## config.mk

```make
export PLATFORM = sky130hd
export DESIGN_NAME = elm_mission_ctrl
export DESIGN_NICKNAME = d
export VERILOG_FILES = /design/src/design/elm_pkg.sv /design/src/design/elm_mission_ctrl.sv
export SDC_FILE = /design/constraint.sdc
export NUM_CORES = 1
export LEC_CHECK = 0
export BUFFER_PORTS_ARGS = -buffer_cell sky130_fd_sc_hd__buf_2
export CELL_PAD_IN_SITES_DETAIL_PLACEMENT = 0
export CELL_PAD_IN_SITES_GLOBAL_PLACEMENT = 1
export CORE_ASPECT_RATIO = 1.4
export CORE_MARGIN = 8
export CORE_UTILIZATION = 45
export CTS_CLUSTER_SIZE = 25
export DETAILED_ROUTE_END_ITERATION = 6
export HOLD_SLACK_MARGIN = 0.15
export PLACE_DENSITY_LB_ADDON = 0.3
export SYNTH_ARGS = -nofsm -noshare
export SYNTH_HDL_FRONTEND = slang
export SYNTH_SLANG_ARGS = --single-unit
```

## constraint.sdc

```tcl
create_clock -name SYS_CLK_I -period 3.9 [get_ports SYS_CLK_I]
set_clock_uncertainty 0.2 [all_clocks]
set_input_delay 0.39 -clock SYS_CLK_I [delete_from_list [all_inputs] [get_ports SYS_CLK_I]]
set_output_delay 0.39 -clock SYS_CLK_I [all_outputs]
set_load 0.02 [all_outputs]
```

## src/design/elm_pkg.sv

```systemverilog
// Constants, encodings and state carrier for the event-log mission control block
package elm_pkg;
  // Register addresses
  localparam logic [7:0] ELM_ADDR_CTRL = 8'h0e;
  localparam logic [7:0] ELM_ADDR_STATUS = 8'h0f;
  // Control register bit positions
  localparam int ELM_C_ARM = 7;
  localparam int ELM_C_CLRA = 6;
  localparam int ELM_C_DIS_HI = 5;
  localparam int ELM_C_DIS_LO = 4;
  localparam int ELM_C_WRAP = 3;
  localparam int ELM_C_EDGE_HI = 2;
  localparam int ELM_C_EDGE_LO = 1;
  localparam int ELM_C_OSC = 0;
  // Status register bit positions
  localparam int ELM_S_MEMCLR = 6;
  localparam int ELM_S_ACTIVE = 5;
  localparam int ELM_S_CM = 4;
  localparam int ELM_S_LOW_BATTERY_FLAG = 3;
  localparam int ELM_S_OVF = 2;
  localparam int ELM_S_ALARM = 0;
  // Field codes
  localparam logic [1:0] ELM_DIS_ALARM = 2'h0;
  localparam logic [1:0] ELM_DIS_SEC = 2'h1;
  localparam logic [1:0] ELM_DIS_MIN = 2'h2;
  localparam logic [1:0] ELM_DIS_HOUR = 2'h3;
  localparam logic [1:0] ELM_EDGE_NONE = 2'h0;
  localparam logic [1:0] ELM_EDGE_FALL = 2'h1;
  localparam logic [1:0] ELM_EDGE_RISE = 2'h2;
  localparam logic [1:0] ELM_EDGE_BOTH = 2'h3;
  // Log geometry
  localparam int ELM_LOG_BYTES = 2048;
  localparam int ELM_PTR_W = 11;
  localparam logic [ELM_PTR_W-1:0] ELM_PTR_ZERO = 11'h000;
  localparam logic [ELM_PTR_W-1:0] ELM_PTR_STEP = 11'h002;
  localparam logic [ELM_PTR_W-1:0] ELM_PTR_LAST = 11'h7fe;
  localparam logic [15:0] ELM_ETC_MAX = 16'hffff;
  localparam logic [15:0] ELM_ETC_ZERO = 16'h0000;
  localparam logic [15:0] ELM_ETC_ONE = 16'h0001;
  localparam logic [23:0] ELM_EVCNT_ONE = 24'h000001;
  localparam logic [15:0] ELM_CNT_ONE = 16'h0001;
  localparam logic [7:0] ELM_CTRL_RESET = 8'h00;
  // Clear timing
  localparam int ELM_CLK_FREQ_HZ = 25_000_000;
  localparam int ELM_CLEAR_TIME_US = 500;
  localparam int ELM_CLEAR_CYCLES = ELM_CLEAR_TIME_US * (ELM_CLK_FREQ_HZ / 1_000_000);
  // Operating modes
  typedef enum logic [2:0] {
    ELM_MD_IDLE = 3'b001,
    ELM_MD_ACTIVE = 3'b010,
    ELM_MD_CLEAR = 3'b100
  } elm_mode_t;
  // Log memory write port
  typedef struct packed {
    logic wr;
    logic [ELM_PTR_W-1:0] addr;
    logic [15:0] data;
  } elm_log_wr_t;
  // Whole block state
  typedef struct packed {
    elm_mode_t mode;
    logic [7:0] ctrl;
    logic mem_cleared;
    logic overflow;
    logic alarm;
    logic [2:0] sync;
    logic ticked;
    logic [15:0] elapsed_time_counter;
    logic [ELM_PTR_W-1:0] ptr;
    logic full;
    logic [23:0] evcnt;
    elm_log_wr_t log;
    logic stamp_cap;
    logic wrap_wr;
    logic [15:0] wrap_val;
    logic [15:0] clr_cnt;
    logic [7:0] rdata;
  } elm_state_t;
  localparam elm_state_t ELM_STATE_RESET = '{
    mode: ELM_MD_IDLE, ctrl: ELM_CTRL_RESET, mem_cleared: 1'b0, overflow: 1'b0,
    alarm: 1'b0, sync: 3'h0, ticked: 1'b0, elapsed_time_counter: 16'h0000, ptr: 11'h000, full: 1'b0,
    evcnt: 24'h000000, log: '{wr: 1'b0, addr: 11'h000, data: 16'h0000},
    stamp_cap: 1'b0, wrap_wr: 1'b0, wrap_val: 16'h0000, clr_cnt: 16'h0000,
    rdata: 8'h00
  };
endpackage : elm_pkg

```

## src/design/elm_mission_ctrl.sv

```systemverilog
// Mission control, event logging and status logic of the event recorder
`timescale 1ns/1ps
// Summary of operation
// - Interval field picks alarm, second, minute, hour
// - Event before any tick logs zero, restarts
// - Wrap enable wraps log after 2048 bytes
// - Event after 1024th stamps start and wrap
// - After wrap, logging restarts at address zero
// - Wrap stamp loaded zero at mission start
// - Full log without wrap stops writes, counts
// - Edge field: fall, rise, both, none illegal
// - No start with bad edge, interval, oscillator
// - Oscillator disable halts timekeeping, keeps memory
// - Memory clear needs oscillator enable bit set
// - Main supply above backup forces oscillator on
// - Memory-cleared flag set by clear, dropped at start
// - Armed mission goes active on first edge
// - Writing active one starts mission, sets arm
// - Active one ignored unless memory cleared
// - Clear or any host write other than to status ends mission
// - Writing active zero stops mission, clears arm
// - Armed clear trigger zeroes log, counter, stamp
// - Clear trigger must directly follow arm write
// - Overflow flag on event into full log
// - Tick with counter at FFFE logs FFFF, restarts counter at zero
// - Any mission stop clears the arm bit
module elm_mission_ctrl
  import elm_pkg::*;
#(
  parameter int CLEAR_CYCLES = ELM_CLEAR_CYCLES
) (
  // Clock and reset
  input wire logic SYS_CLK_I,
  input wire logic RESETN_I,
  // Register access from the serial bus slave
  input wire logic REG_WR_I,
  input wire logic [7:0] REG_ADDR_I,
  input wire logic [7:0] REG_WDATA_I,
  output logic [7:0] REG_RDATA_O,
  // Event pin and calendar ticks
  input wire logic EVENT_PIN_I,
  input wire logic SEC_TICK_I,
  input wire logic MIN_TICK_I,
  input wire logic HOUR_TICK_I,
  // Supply, battery and alarm
  input wire logic VCC_ABOVE_BAT_I,
  input wire logic LOW_BAT_I,
  input wire logic ALARM_MATCH_I,
  input wire logic ALARM_ACCESS_I,
  output logic OSC_RUN_O,
  output logic ALARM_INT_N_O,
  // Event-log memory and stamps
  output logic LOG_WR_O,
  output logic [ELM_PTR_W-1:0] LOG_ADDR_O,
  output logic [15:0] LOG_DATA_O,
  output logic STAMP_CAPTURE_O,
  output logic WRAP_STAMP_WR_O,
  output logic [15:0] WRAP_STAMP_O,
  output logic MEM_CLEAR_O,
  // Mission state
  output logic MISSION_ACTIVE_O,
  output logic [23:0] EVENT_COUNT_O,
  output logic [ELM_PTR_W-1:0] ADDR_PTR_O
);

  if (CLEAR_CYCLES < 1 || CLEAR_CYCLES > 65535) begin : g_chk
    $error("CLEAR_CYCLES must lie in 1..65535");
  end

  localparam logic [15:0] CLEAR_LAST = 16'(CLEAR_CYCLES - 1);

  elm_state_t s;
  elm_state_t next_s;

  logic [1:0] dis_sel;
  logic [1:0] edge_sel;
  logic osc_run;
  logic rise;
  logic fall;
  logic event_hit;
  logic tick;
  logic start_ok;

  assign dis_sel = {s.ctrl[ELM_C_DIS_HI], s.ctrl[ELM_C_DIS_LO]};
  assign edge_sel = {s.ctrl[ELM_C_EDGE_HI], s.ctrl[ELM_C_EDGE_LO]};
  assign osc_run = s.ctrl[ELM_C_OSC] | VCC_ABOVE_BAT_I;
  assign rise = s.sync[1] & ~s.sync[2];
  assign fall = ~s.sync[1] & s.sync[2];
  assign start_ok = (edge_sel != ELM_EDGE_NONE) && (dis_sel != ELM_DIS_ALARM)
                    && s.ctrl[ELM_C_OSC];

  always_comb begin
    unique case (edge_sel)
      ELM_EDGE_FALL: event_hit = fall;
      ELM_EDGE_RISE: event_hit = rise;
      ELM_EDGE_BOTH: event_hit = rise | fall;
      ELM_EDGE_NONE: event_hit = 1'b0;
    endcase
  end

  always_comb begin
    unique case (dis_sel)
      ELM_DIS_SEC: tick = SEC_TICK_I & osc_run;
      ELM_DIS_MIN: tick = MIN_TICK_I & osc_run;
      ELM_DIS_HOUR: tick = HOUR_TICK_I & osc_run;
      ELM_DIS_ALARM: tick = 1'b0;
    endcase
  end

  always_comb begin
    logic stop;
    logic start;
    logic do_log;
    logic [15:0] log_val;
    stop = 1'b0;
    start = 1'b0;
    do_log = 1'b0;
    log_val = ELM_ETC_ZERO;
    next_s = s;
    next_s.log.wr = 1'b0;
    next_s.stamp_cap = 1'b0;
    next_s.wrap_wr = 1'b0;
    next_s.sync = {s.sync[1:0], EVENT_PIN_I};
    next_s.alarm = ALARM_MATCH_I | (s.alarm & ~ALARM_ACCESS_I);
    unique case (REG_ADDR_I)
      ELM_ADDR_CTRL: next_s.rdata = s.ctrl;
      ELM_ADDR_STATUS: next_s.rdata = {1'b0, s.mem_cleared, s.mode == ELM_MD_ACTIVE,
                                       s.mode == ELM_MD_CLEAR, LOW_BAT_I, s.overflow,
                                       1'b0, s.alarm};
      default: next_s.rdata = 8'h00;
    endcase

    if (REG_WR_I && s.mode != ELM_MD_CLEAR) begin
      if (REG_ADDR_I == ELM_ADDR_STATUS) begin
        next_s.ctrl[ELM_C_CLRA] = 1'b0;
        if (REG_WDATA_I[ELM_S_CM] && s.ctrl[ELM_C_CLRA] && s.ctrl[ELM_C_OSC]) begin
          stop = 1'b1;
          next_s.clr_cnt = 16'h0000;
        end else if (s.mode == ELM_MD_ACTIVE && !REG_WDATA_I[ELM_S_ACTIVE]) begin
          stop = 1'b1;
        end else if (s.mode == ELM_MD_IDLE && REG_WDATA_I[ELM_S_ACTIVE]
                     && s.mem_cleared && start_ok) begin
          start = 1'b1;
        end
      end else begin
        if (REG_ADDR_I == ELM_ADDR_CTRL) begin
          next_s.ctrl = REG_WDATA_I;
          next_s.ctrl[ELM_C_ARM] = REG_WDATA_I[ELM_C_ARM] & s.mem_cleared
                                   & (s.mode != ELM_MD_ACTIVE);
        end else begin
          next_s.ctrl[ELM_C_CLRA] = 1'b0;
        end
        stop = (s.mode == ELM_MD_ACTIVE);
      end
    end else begin
      unique case (s.mode)
        ELM_MD_IDLE: begin
          if (event_hit && s.ctrl[ELM_C_ARM] && start_ok) begin
            start = 1'b1;
          end
        end
        ELM_MD_ACTIVE: begin
          if (event_hit) begin
            next_s.evcnt = s.evcnt + ELM_EVCNT_ONE;
            next_s.elapsed_time_counter = ELM_ETC_ZERO;
            next_s.ticked = 1'b0;
            if (s.full) begin
              next_s.overflow = 1'b1;
              if (s.ctrl[ELM_C_WRAP]) begin
                next_s.stamp_cap = 1'b1;
                next_s.wrap_wr = 1'b1;
                next_s.wrap_val = s.elapsed_time_counter;
                next_s.full = 1'b0;
                next_s.ptr = ELM_PTR_ZERO;
              end
            end else begin
              do_log = 1'b1;
              log_val = s.ticked ? s.elapsed_time_counter : ELM_ETC_ZERO;
            end
          end else if (tick) begin
            next_s.ticked = 1'b1;
            if (s.elapsed_time_counter == ELM_ETC_MAX - ELM_ETC_ONE) begin
              next_s.elapsed_time_counter = ELM_ETC_ZERO;
              do_log = ~s.full;
              log_val = ELM_ETC_MAX;
            end else begin
              next_s.elapsed_time_counter = s.elapsed_time_counter + ELM_ETC_ONE;
            end
          end
        end
        ELM_MD_CLEAR: begin
          next_s.clr_cnt = s.clr_cnt + ELM_CNT_ONE;
          if (s.clr_cnt == CLEAR_LAST) begin
            next_s.mode = ELM_MD_IDLE;
            next_s.mem_cleared = 1'b1;
            next_s.evcnt = 24'h000000;
            next_s.ptr = ELM_PTR_ZERO;
            next_s.full = 1'b0;
            next_s.overflow = 1'b0;
            next_s.elapsed_time_counter = ELM_ETC_ZERO;
            next_s.ctrl[ELM_C_CLRA] = 1'b0;
          end
        end
      endcase
    end

    if (do_log) begin
      next_s.log.wr = 1'b1;
      next_s.log.addr = s.ptr;
      next_s.log.data = log_val;
      next_s.ptr = s.ptr + ELM_PTR_STEP;
      if (s.ptr == ELM_PTR_LAST) begin
        next_s.full = 1'b1;
        next_s.ptr = ELM_PTR_ZERO;
      end
    end

    if (stop) begin
      next_s.mode = ELM_MD_IDLE;
      next_s.ctrl[ELM_C_ARM] = 1'b0;
    end
    if (stop && REG_ADDR_I == ELM_ADDR_STATUS && REG_WDATA_I[ELM_S_CM]
        && s.ctrl[ELM_C_CLRA] && s.ctrl[ELM_C_OSC]) begin
      next_s.mode = ELM_MD_CLEAR;
    end
    if (start) begin
      next_s.mode = ELM_MD_ACTIVE;
      next_s.ctrl[ELM_C_ARM] = 1'b1;
      next_s.mem_cleared = 1'b0;
      next_s.stamp_cap = 1'b1;
      next_s.wrap_wr = 1'b1;
      next_s.wrap_val = ELM_ETC_ZERO;
      next_s.evcnt = s.evcnt + ELM_EVCNT_ONE;
      next_s.elapsed_time_counter = ELM_ETC_ZERO;
      next_s.ticked = 1'b0;
    end
  end

  always_ff @(posedge SYS_CLK_I) begin
    if (!RESETN_I) begin
      s <= ELM_STATE_RESET;
    end else begin
      s <= next_s;
    end
  end

  assign REG_RDATA_O = s.rdata;
  assign OSC_RUN_O = osc_run;
  assign ALARM_INT_N_O = ~(s.alarm && dis_sel == ELM_DIS_ALARM);
  assign LOG_WR_O = s.log.wr;
  assign LOG_ADDR_O = s.log.addr;
  assign LOG_DATA_O = s.log.data;
  assign STAMP_CAPTURE_O = s.stamp_cap;
  assign WRAP_STAMP_WR_O = s.wrap_wr;
  assign WRAP_STAMP_O = s.wrap_val;
  assign MEM_CLEAR_O = (s.mode == ELM_MD_CLEAR);
  assign MISSION_ACTIVE_O = (s.mode == ELM_MD_ACTIVE);
  assign EVENT_COUNT_O = s.evcnt;
  assign ADDR_PTR_O = s.ptr;

endmodule : elm_mission_ctrl

```

==> flow_summary.json, run 1 <==
{
  "clk_latency_ps": 410,
  "netlist-cell-type-count": 65,
  "ctsLongestPathBuffers": 2,
  "outcome": "complete, no violations",
  "cts.sinks": 137,
  "drt_first_pass_iters": 4,
  "clkPwrFrac_pct": 55.5,
  "grt_overflow": 0,
  "path_cells": "inv_1 > ha_1 > nor2b_1 > o21ai_1 > a21oi_1 > o21ai_2 > nand2_1 > buf_4 > nor4_1",
  "cts_root_buf": "clkbuf_16",
  "drc": 0,
  "antenna_found_initial": 1,
  "fin_crit_sh_pct": 80.70,
  "multi_input_area_um2": 3256,
  "worst_setup_path_end_kind": "flop",
  "yosysSeqAreaShare_pct": 39.91,
  "cts_tree": "built",
  "ir_worst_vdd_mv": 0.3349,
  "drt.antenna.violating_nets": 0,
  "hpwl_mm": 12.36,
  "critPathArrivalTime_ps": 3260,
  "ys_seq_elements": 137,
  "p_per_area_nw_per_um2": 430.4,
  "netlist_area_um2": 6872,
  "syn2layout_area_growth_pct": 12.98,
  "min_from": "REG_WDATA_I[7]",
  "cts_buffers": 17,
  "worstReg2RegStart": "next_s[125]",
  "path_buf_inv": 2,
  "setup_tns_ps": 0,
  "pin_count": 120,
  "netlist_instances": 830,
  "p_leak_nw": 3.148,
  "period_needed_ps": 3147,
  "critPathSlowestCell": "o21ai_2",
  "vias": 5716,
  "critical_path.startpoint_type": "flop",
  "cp-startpoint": "next_s[125]",
  "yosysWarningCount": 0,
  "gp_congestion": 0.8490,
  "post-cts-setup-buffers": 0,
  "die_h_um": 162.2,
  "design_area_um2": 7764,
  "internal-power_mw": 2.683,
  "synth_top_flop_cell": "dfxtp_1",
  "finalSetupViolCount": 0,
  "syn_avg_cell_area_um2": 8.279,
  "synth_edf_count": 0,
  "slew_headroom_pct": 13.54,
  "postPlaceCellArea_um2": 6959,
  "dieArea_um2": 19540,
  "switching_share_pct": 19.72,
  "clk_pin_slew_worst_paths_ps": 60,
  "die_x_um": 120.4,
  "core_area_um2": 14990,
  "worstSetupPathType": "reg2reg",
  "final_nets": 897,
  "numPortBuffers": 117,
  "maxSlewViolCount": 0,
  "fillers": 1455,
  "wirelength_mm": 17.23,
  "fmax_ghz": 0.3177,
  "num_rows": 53,
  "max_stage_delay_ps": 1020,
  "initial_utilization_pct": 45.85,
  "first_global_vias": 5747,
  "p_switching_mw": 0.6589,
  "worst_ep_required_time_ps": 4020,
  "comb_power_share_pct": 2.5,
  "finalHoldViolCount": 0,
  "grt.total_usage_pct": 17.84,
  "wl_per_cell_um": 16.15,
  "hp-class": "in2reg",
  "worstMarginPinSlew_ps": 1297,
  "regArea_um2": 2743,
  "maxCapViolCount": 0,
  "rsz0062_at_grt": "no",
  "avgViaCountPerCell": 5.357,
  "htree_levels": 4,
  "grt_pass1_wl_mm": 28.57,
  "antennaDiodeCount": 0,
  "final_layout_size_suffix_gt1_share_pct": 19.77,
  "path_delay_family": "compound AO/OA/AOI/OAI gates",
  "first_iter_violations": 332,
  "ys_async_sr_fraction_pct": 0,
  "seqPwrFrac_pct": 42.0,
  "grt_start_max_net_pins": 49,
  "path_max_fanout": 32
}
## metrics by stage
| stage | cells | utilization [%] | total power, mW | setup WS (ps) | hold slack [ps] |
|---|---|---|---|---|---|
| after floorplan | 831 | - | 1.480 | 1425 | 211.9 |
| after global placement | 1024 | 46.44 | 1.506 | 895.6 | 237.7 |
| after detailed placement | 1024 | 46.44 | 1.508 | 784.3 | 224.4 |
| after CTS | 1067 | 51.80 | 3.373 | 759.8 | 157.4 |
| after global routing | 1067 | 51.80 | 3.452 | 414.4 | 184.0 |
| final | 1067 | 51.80 | 3.342 | 752.5 | 181.0 |
## power by group through the flow
| stage | sequential [mW] | combinational (mW) | clock, mW |
|---|---|---|---|
| global route | 1.40 | 0.0917 | 1.96 |
| detailed placement | 1.43 | 0.0749 | 0 |
| finish | 1.40 | 0.0838 | 1.86 |
| global placement | 1.43 | 0.0728 | 0 |
| floorplan | 1.43 | 0.0465 | 0 |
| CTS | 1.40 | 0.0845 | 1.89 |
## final cells by class
class | count | share of cell area, %
Clock buffer | 20 | 6.011
Clock inverter | 11 | 2.804
Inverter | 18 | 0.8703
Multi-Input combinational cell | 551 | 41.93
Sequential cell | 137 | 35.33
Tap cell | 192 | 3.094
Timing Repair Buffer | 138 | 9.960
## worst paths after layout
check	endpoint	slack, ps	cells past startpoint
worst max register to register	s[139]	750	9
worst max-delay path	s[139]	750	9
worst min-delay path	s[136]	180	4
worst min register to register	LOG_DATA_O[13]	250	2
## worst register-to-register path: cells and delay by family, from the launching register on
| kind | cells | cell delay [ps] |
|---|---|---|
| AND/OR/NAND/NOR | 3 | 530 |
| AO/OA/AOI/OAI | 3 | 1490 |
| adder cells (fa/ha/maj) | 1 | 170 |
| buffers and inverters | 2 | 310 |
| flip-flops | 1 | 340 |
## registers in the layout, indices dropped and copies added (netlist names)
register	cells
s	45
EVENT_COUNT_O	24
LOG_DATA_O	16
WRAP_STAMP_O	16
ADDR_PTR_O	10
LOG_ADDR_O	10
REG_RDATA_O	8
dis_sel	2
edge_sel	2
next_s	2
LOG_WR_O	1
STAMP_CAPTURE_O	1
## logic make-up (layout without fill, tap and decap cells)
group | Yosys count | count (layout) | share of synthesized area (%)
AO/OA/AOI/OAI | 138 | 138 | 11.91
XOR/XNOR | 21 | 21 | 2.677
adder cells (fa/ha/maj) | 7 | 7 | 1.275
buffers and inverters | 143 | 187 | 12.85
flip-flops | 137 | 137 | 39.91
multiplexers | 51 | 51 | 7.429
other | 1 | 2 | 0.05457
AND/OR/NAND/NOR | 332 | 332 | 23.89
## timing repair
item                      in CTS  in global routing
resized for setup              0                  0
hold endpoints to repair      13                  0
hold buffers                  12                  0
## layout by cell type, fill, tap and decap left out, types with 3 or more instances in the layout
cell	instances
a211oi_1	6
a21oi_1	75
and2_1	14
and3_1	14
and4_1	3
buf_2	117
buf_4	9
bufinv_16	6
clkbuf_16	17
clkbuf_8	3
dfxtp_1	137
dlygate4sd3_1	12
ha_1	7
inv_1	15
mux2i_1	51
nand2_1	100
nand2b_1	4
nand3_1	30
nand4_1	22
nor2_1	75
nor2b_1	3
nor3_1	9
nor3b_1	4
nor4_1	6
nor4b_1	3
o21a_1	4
o21ai_0	27
or3_1	29
xnor2_1	4
xor2_1	17
## synthesized netlist by cell type, types with 3 or more instances
master	number	area (um^2)
a211oi_1	6	45.04
a21oi_1	75	375.4
and2_1	14	87.58
and3_1	14	87.58
and4_1	3	26.28
buf_1	4	15.01
buf_2	7	35.03
buf_4	88	660.6
clkbuf_1	25	93.84
dfxtp_1	137	2743
ha_1	7	87.58
inv_1	15	56.30
mux2i_1	51	510.5
nand2_1	100	375.4
nand2b_1	4	25.02
nand3_1	30	150.1
nand4_1	22	137.6
nor2_1	75	281.5
nor2b_1	3	18.77
nor3_1	9	45.04
nor3b_1	4	30.03
nor4_1	7	43.79
nor4b_1	3	26.28
o21a_1	4	30.03
o21ai_0	27	135.1
or3_1	29	181.4
xnor2_1	4	35.03
xor2_1	17	148.9
## layer usage
metal | vias to the layer above | GRT usage, % | share of wire [%]
li1 | 2843 | - | -
met1 | 2717 | 19.87 | 41
met2 | 130 | 32.00 | 52
met3 | 24 | 4.411 | 4.8
met4 | 2 | 6.325 | 1.4
met5 | - | 0 | 0.046
(Power assumes the default switching activity.)
==> run 2, diff against run 1 <==
- ABC_AREA: unset -> 1
- CORE_UTILIZATION: 45 -> 37
- clock period: 3.9 -> 2.5 ns (I/O delays scaled with it)
==> run 2 against run 1 <==
Compared with the run above: worst setup slack got worse by 510 ps; largest power group unchanged; non-clock buffer count increased by 45; critical endpoint is now s[109]; routed wire length up 29%.
==> flow_summary.json, run 2 <==
{
  "slew_headroom_pct": 61.35,
  "fin_util_pct": 43.05,
  "grtUsageMet2_pct": 30.84,
  "finalNonFillerCells": 1463,
  "path_max_fanout": 20,
  "final_nets": 1224,
  "grt_start_max_net_pins": 32,
  "synth_top_flop_cell": "dfxtp_1",
  "yosysWarningCount": 0,
  "first_iter_violations": 381,
  "drt_first_pass_iters": 5,
  "synth_commonest_cells": "nand2_1, dfxtp_1, nor2_1",
  "final_common_cell": "nand2_1",
  "avgViaCountPerCell": 4.848,
  "outcome": "complete, no violations",
  "drc": 0,
  "fmax_ghz": 0.4431,
  "cts_tree": "built",
  "p_leak_nw": 3.991,
  "ys_seq_elements": 137,
  "place_inst": 1410,
  "synth_top_area_share_pct": 34.87,
  "finalSetupViolCount": 0,
  "vias": 7093,
  "rr_worst_depth": 14,
  "final_layout_size_suffix_gt1_share_pct": 23.69,
  "grtUsageMet1_pct": 19.64,
  "cts_buffers": 17,
  "hold_path_depth": 6,
  "yosysSeqAreaShare_pct": 34.87,
  "min_from": "REG_ADDR_I[3]",
  "cp-startpoint": "s[125]",
  "maxSlewViolCount": 0,
  "netlist_instances": 1109,
  "grt_overflow": 0,
  "gp_congestion": 0.8491,
  "first_global_vias": 6858,
  "cts.sinks": 137,
  "yosysMostFrequentCell": "nand2_1",
  "netlist-cell-type-count": 49,
  "fin_crit_sh_pct": 90.27,
  "antenna_found_initial": 0,
  "clk_pin_slew_worst_paths_ps": 60,
  "final_cell_mix": "nand2_1, dfxtp_1, buf_2, nor2_1, inv_1",
  "syn_avg_cell_area_um2": 7.092,
  "synth_edf_count": 0,
  "hp-class": "in2reg",
  "grtUsageMet3_pct": 4.077,
  "dieArea_um2": 26240,
  "worst_setup_path_end_kind": "flop",
  "top_register": "s",
  "pin_count": 120,
  "initial_utilization_pct": 37.37,
  "grt.total_usage_pct": 17.20,
  "rsz0062_at_grt": "no",
  "largest_reg_flops": 45,
  "worstReg2RegStart": "s[125]",
  "core_area_um2": 21050,
  "design_area_um2": 9060,
  "worstSetupPathType": "reg2reg",
  "hpwl_mm": 16.68,
  "antennaDiodeCount": 0,
  "worst_ep_required_time_ps": 2670,
  "numPortBuffers": 117,
  "critPathArrivalTime_ps": 2420,
  "r2r_end": "s[109]",
  "worstMarginPinSlew_ps": 578.9,
  "holdPathEnd": "REG_RDATA_O[2]",
  "grt_pass1_wl_mm": 36.32,
  "p_per_area_nw_per_um2": 549.8,
  "die_x_um": 139.2,
  "wirelength_mm": 22.19,
  "syn2layout_area_growth_pct": 15.19,
  "ys_top_cells_by_area": "dfxtp_1, nand2_1, buf_4, nand3_1, nor2_1",
  "setup_tns_ps": 0,
  "busiest_layer": "met2",
  "drt.antenna.violating_nets": 0,
  "yosysTopAreaCell": "dfxtp_1",
  "htree_levels": 4,
  "netlist_area_um2": 7865,
  "maxCapViolCount": 0,
  "num_rows": 63,
  "critical_path.startpoint_type": "flop",
  "ff2ff_setup_slack_ps": 240,
  "ys_async_sr_fraction_pct": 0,
  "finalHoldViolCount": 0,
  "cts_root_buf": "clkbuf_16",
  "die_h_um": 188.5,
  "ir_worst_vdd_mv": 0.4915,
  "ctsLongestPathBuffers": 2,
  "period_needed_ps": 2257,
  "postPlaceCellArea_um2": 8223,
  "clk_latency_ps": 430,
  "wl_per_cell_um": 15.16
}
==> run 2: cell count changes in the layout (fill, tap and decap cells not counted), sizes merged, moves of 11 or more <==
cell	change
nand3	+71
buf	+37
or3	-29
nand4	+11
mux2i	-51
inv	+104
nor3	+16
a31oi	+14
o21ai	+20
and2	-15
and3	-14
nand2	+155
nor2	+55
==> run 2: metrics by stage <==
stage / hold slack, ps / setup slack [ps] / total power, mW
2_1_floorplan: 147.6 / 517.6 / 2.311
3_3_place_gp: 229.8 / 197.9 / 2.362
3_5_place_dp: 202.7 / 119.9 / 2.361
4_1_cts: 212.0 / 104.2 / 5.054
5_1_grt: 179.4 / 54.70 / 5.153
6_report: 159.7 / 243.4 / 4.981
==> run 2: what timing repair did <==
item / 4_1_cts / 5_1_grt
hold endpoints to repair: 41 / 0
setup buffers: 0 / 1
hold buffers: 21 / 0
resized for setup: 0 / 2
endpoints found under the setup margin: 0 / 20
==> run 2: cell families after synthesis <==
| logic type | share of synthesized area, % |
|---|---|
| xor+xnor | 2.227 |
| buf+inv | 17.50 |
| other cells | 0.04768 |
| fa+ha+maj | 1.114 |
| simple gates | 32.87 |
| flops | 34.87 |
| compound gates | 11.37 |
==> run 2: critical path, stage by stage (launching register included) <==
cell and delay (ps):
dfxtp_1 340, inv_1 50, ha_1 280, inv_1 50
nand2_1 40, nand3_1 80, nand2_1 150, nand2_1 190
nor2_1 70, nor2_2 160, buf_12 180, inv_2 110
o21ai_0 160, nand2_1 60, nor2_1 70
==> run 2: cell type report <==
cell class	instances	area, um^2
Clock buffer	19	442.9
Clock inverter	13	171.4
Fill cell	2214	11990
Inverter	123	471.7
Multi-Input combinational cell	728	3750
Sequential cell	137	2743
Tap cell	260	325.3
Timing Repair Buffer	183	1156
==> run 2: worst max-delay path by stage <==
stage,cells past startpoint,slack [ps],to
floorplan,13,520,WRAP_STAMP_O[14]
global placement,12,200,WRAP_STAMP_O[14]
detailed placement,12,120,WRAP_STAMP_O[14]
CTS,12,100,s[110]
global route,14,50,s[109]
finish,14,240,s[109]
==> run 2: per-layer routing <==
layer  up-vias  routed length [um]
li1       3662                   -
met1      3245                9566
met2       158               11270
met3        28                 957
met4         0                 389
met5         -                   0
==> run 2: report_power, final <==
part	switching (mW)	internal, mW	total [mW]
logic	0.0895	0.0556	0.145
registers	0.00232	2.19	2.19
clock network	1.04	1.60	2.65
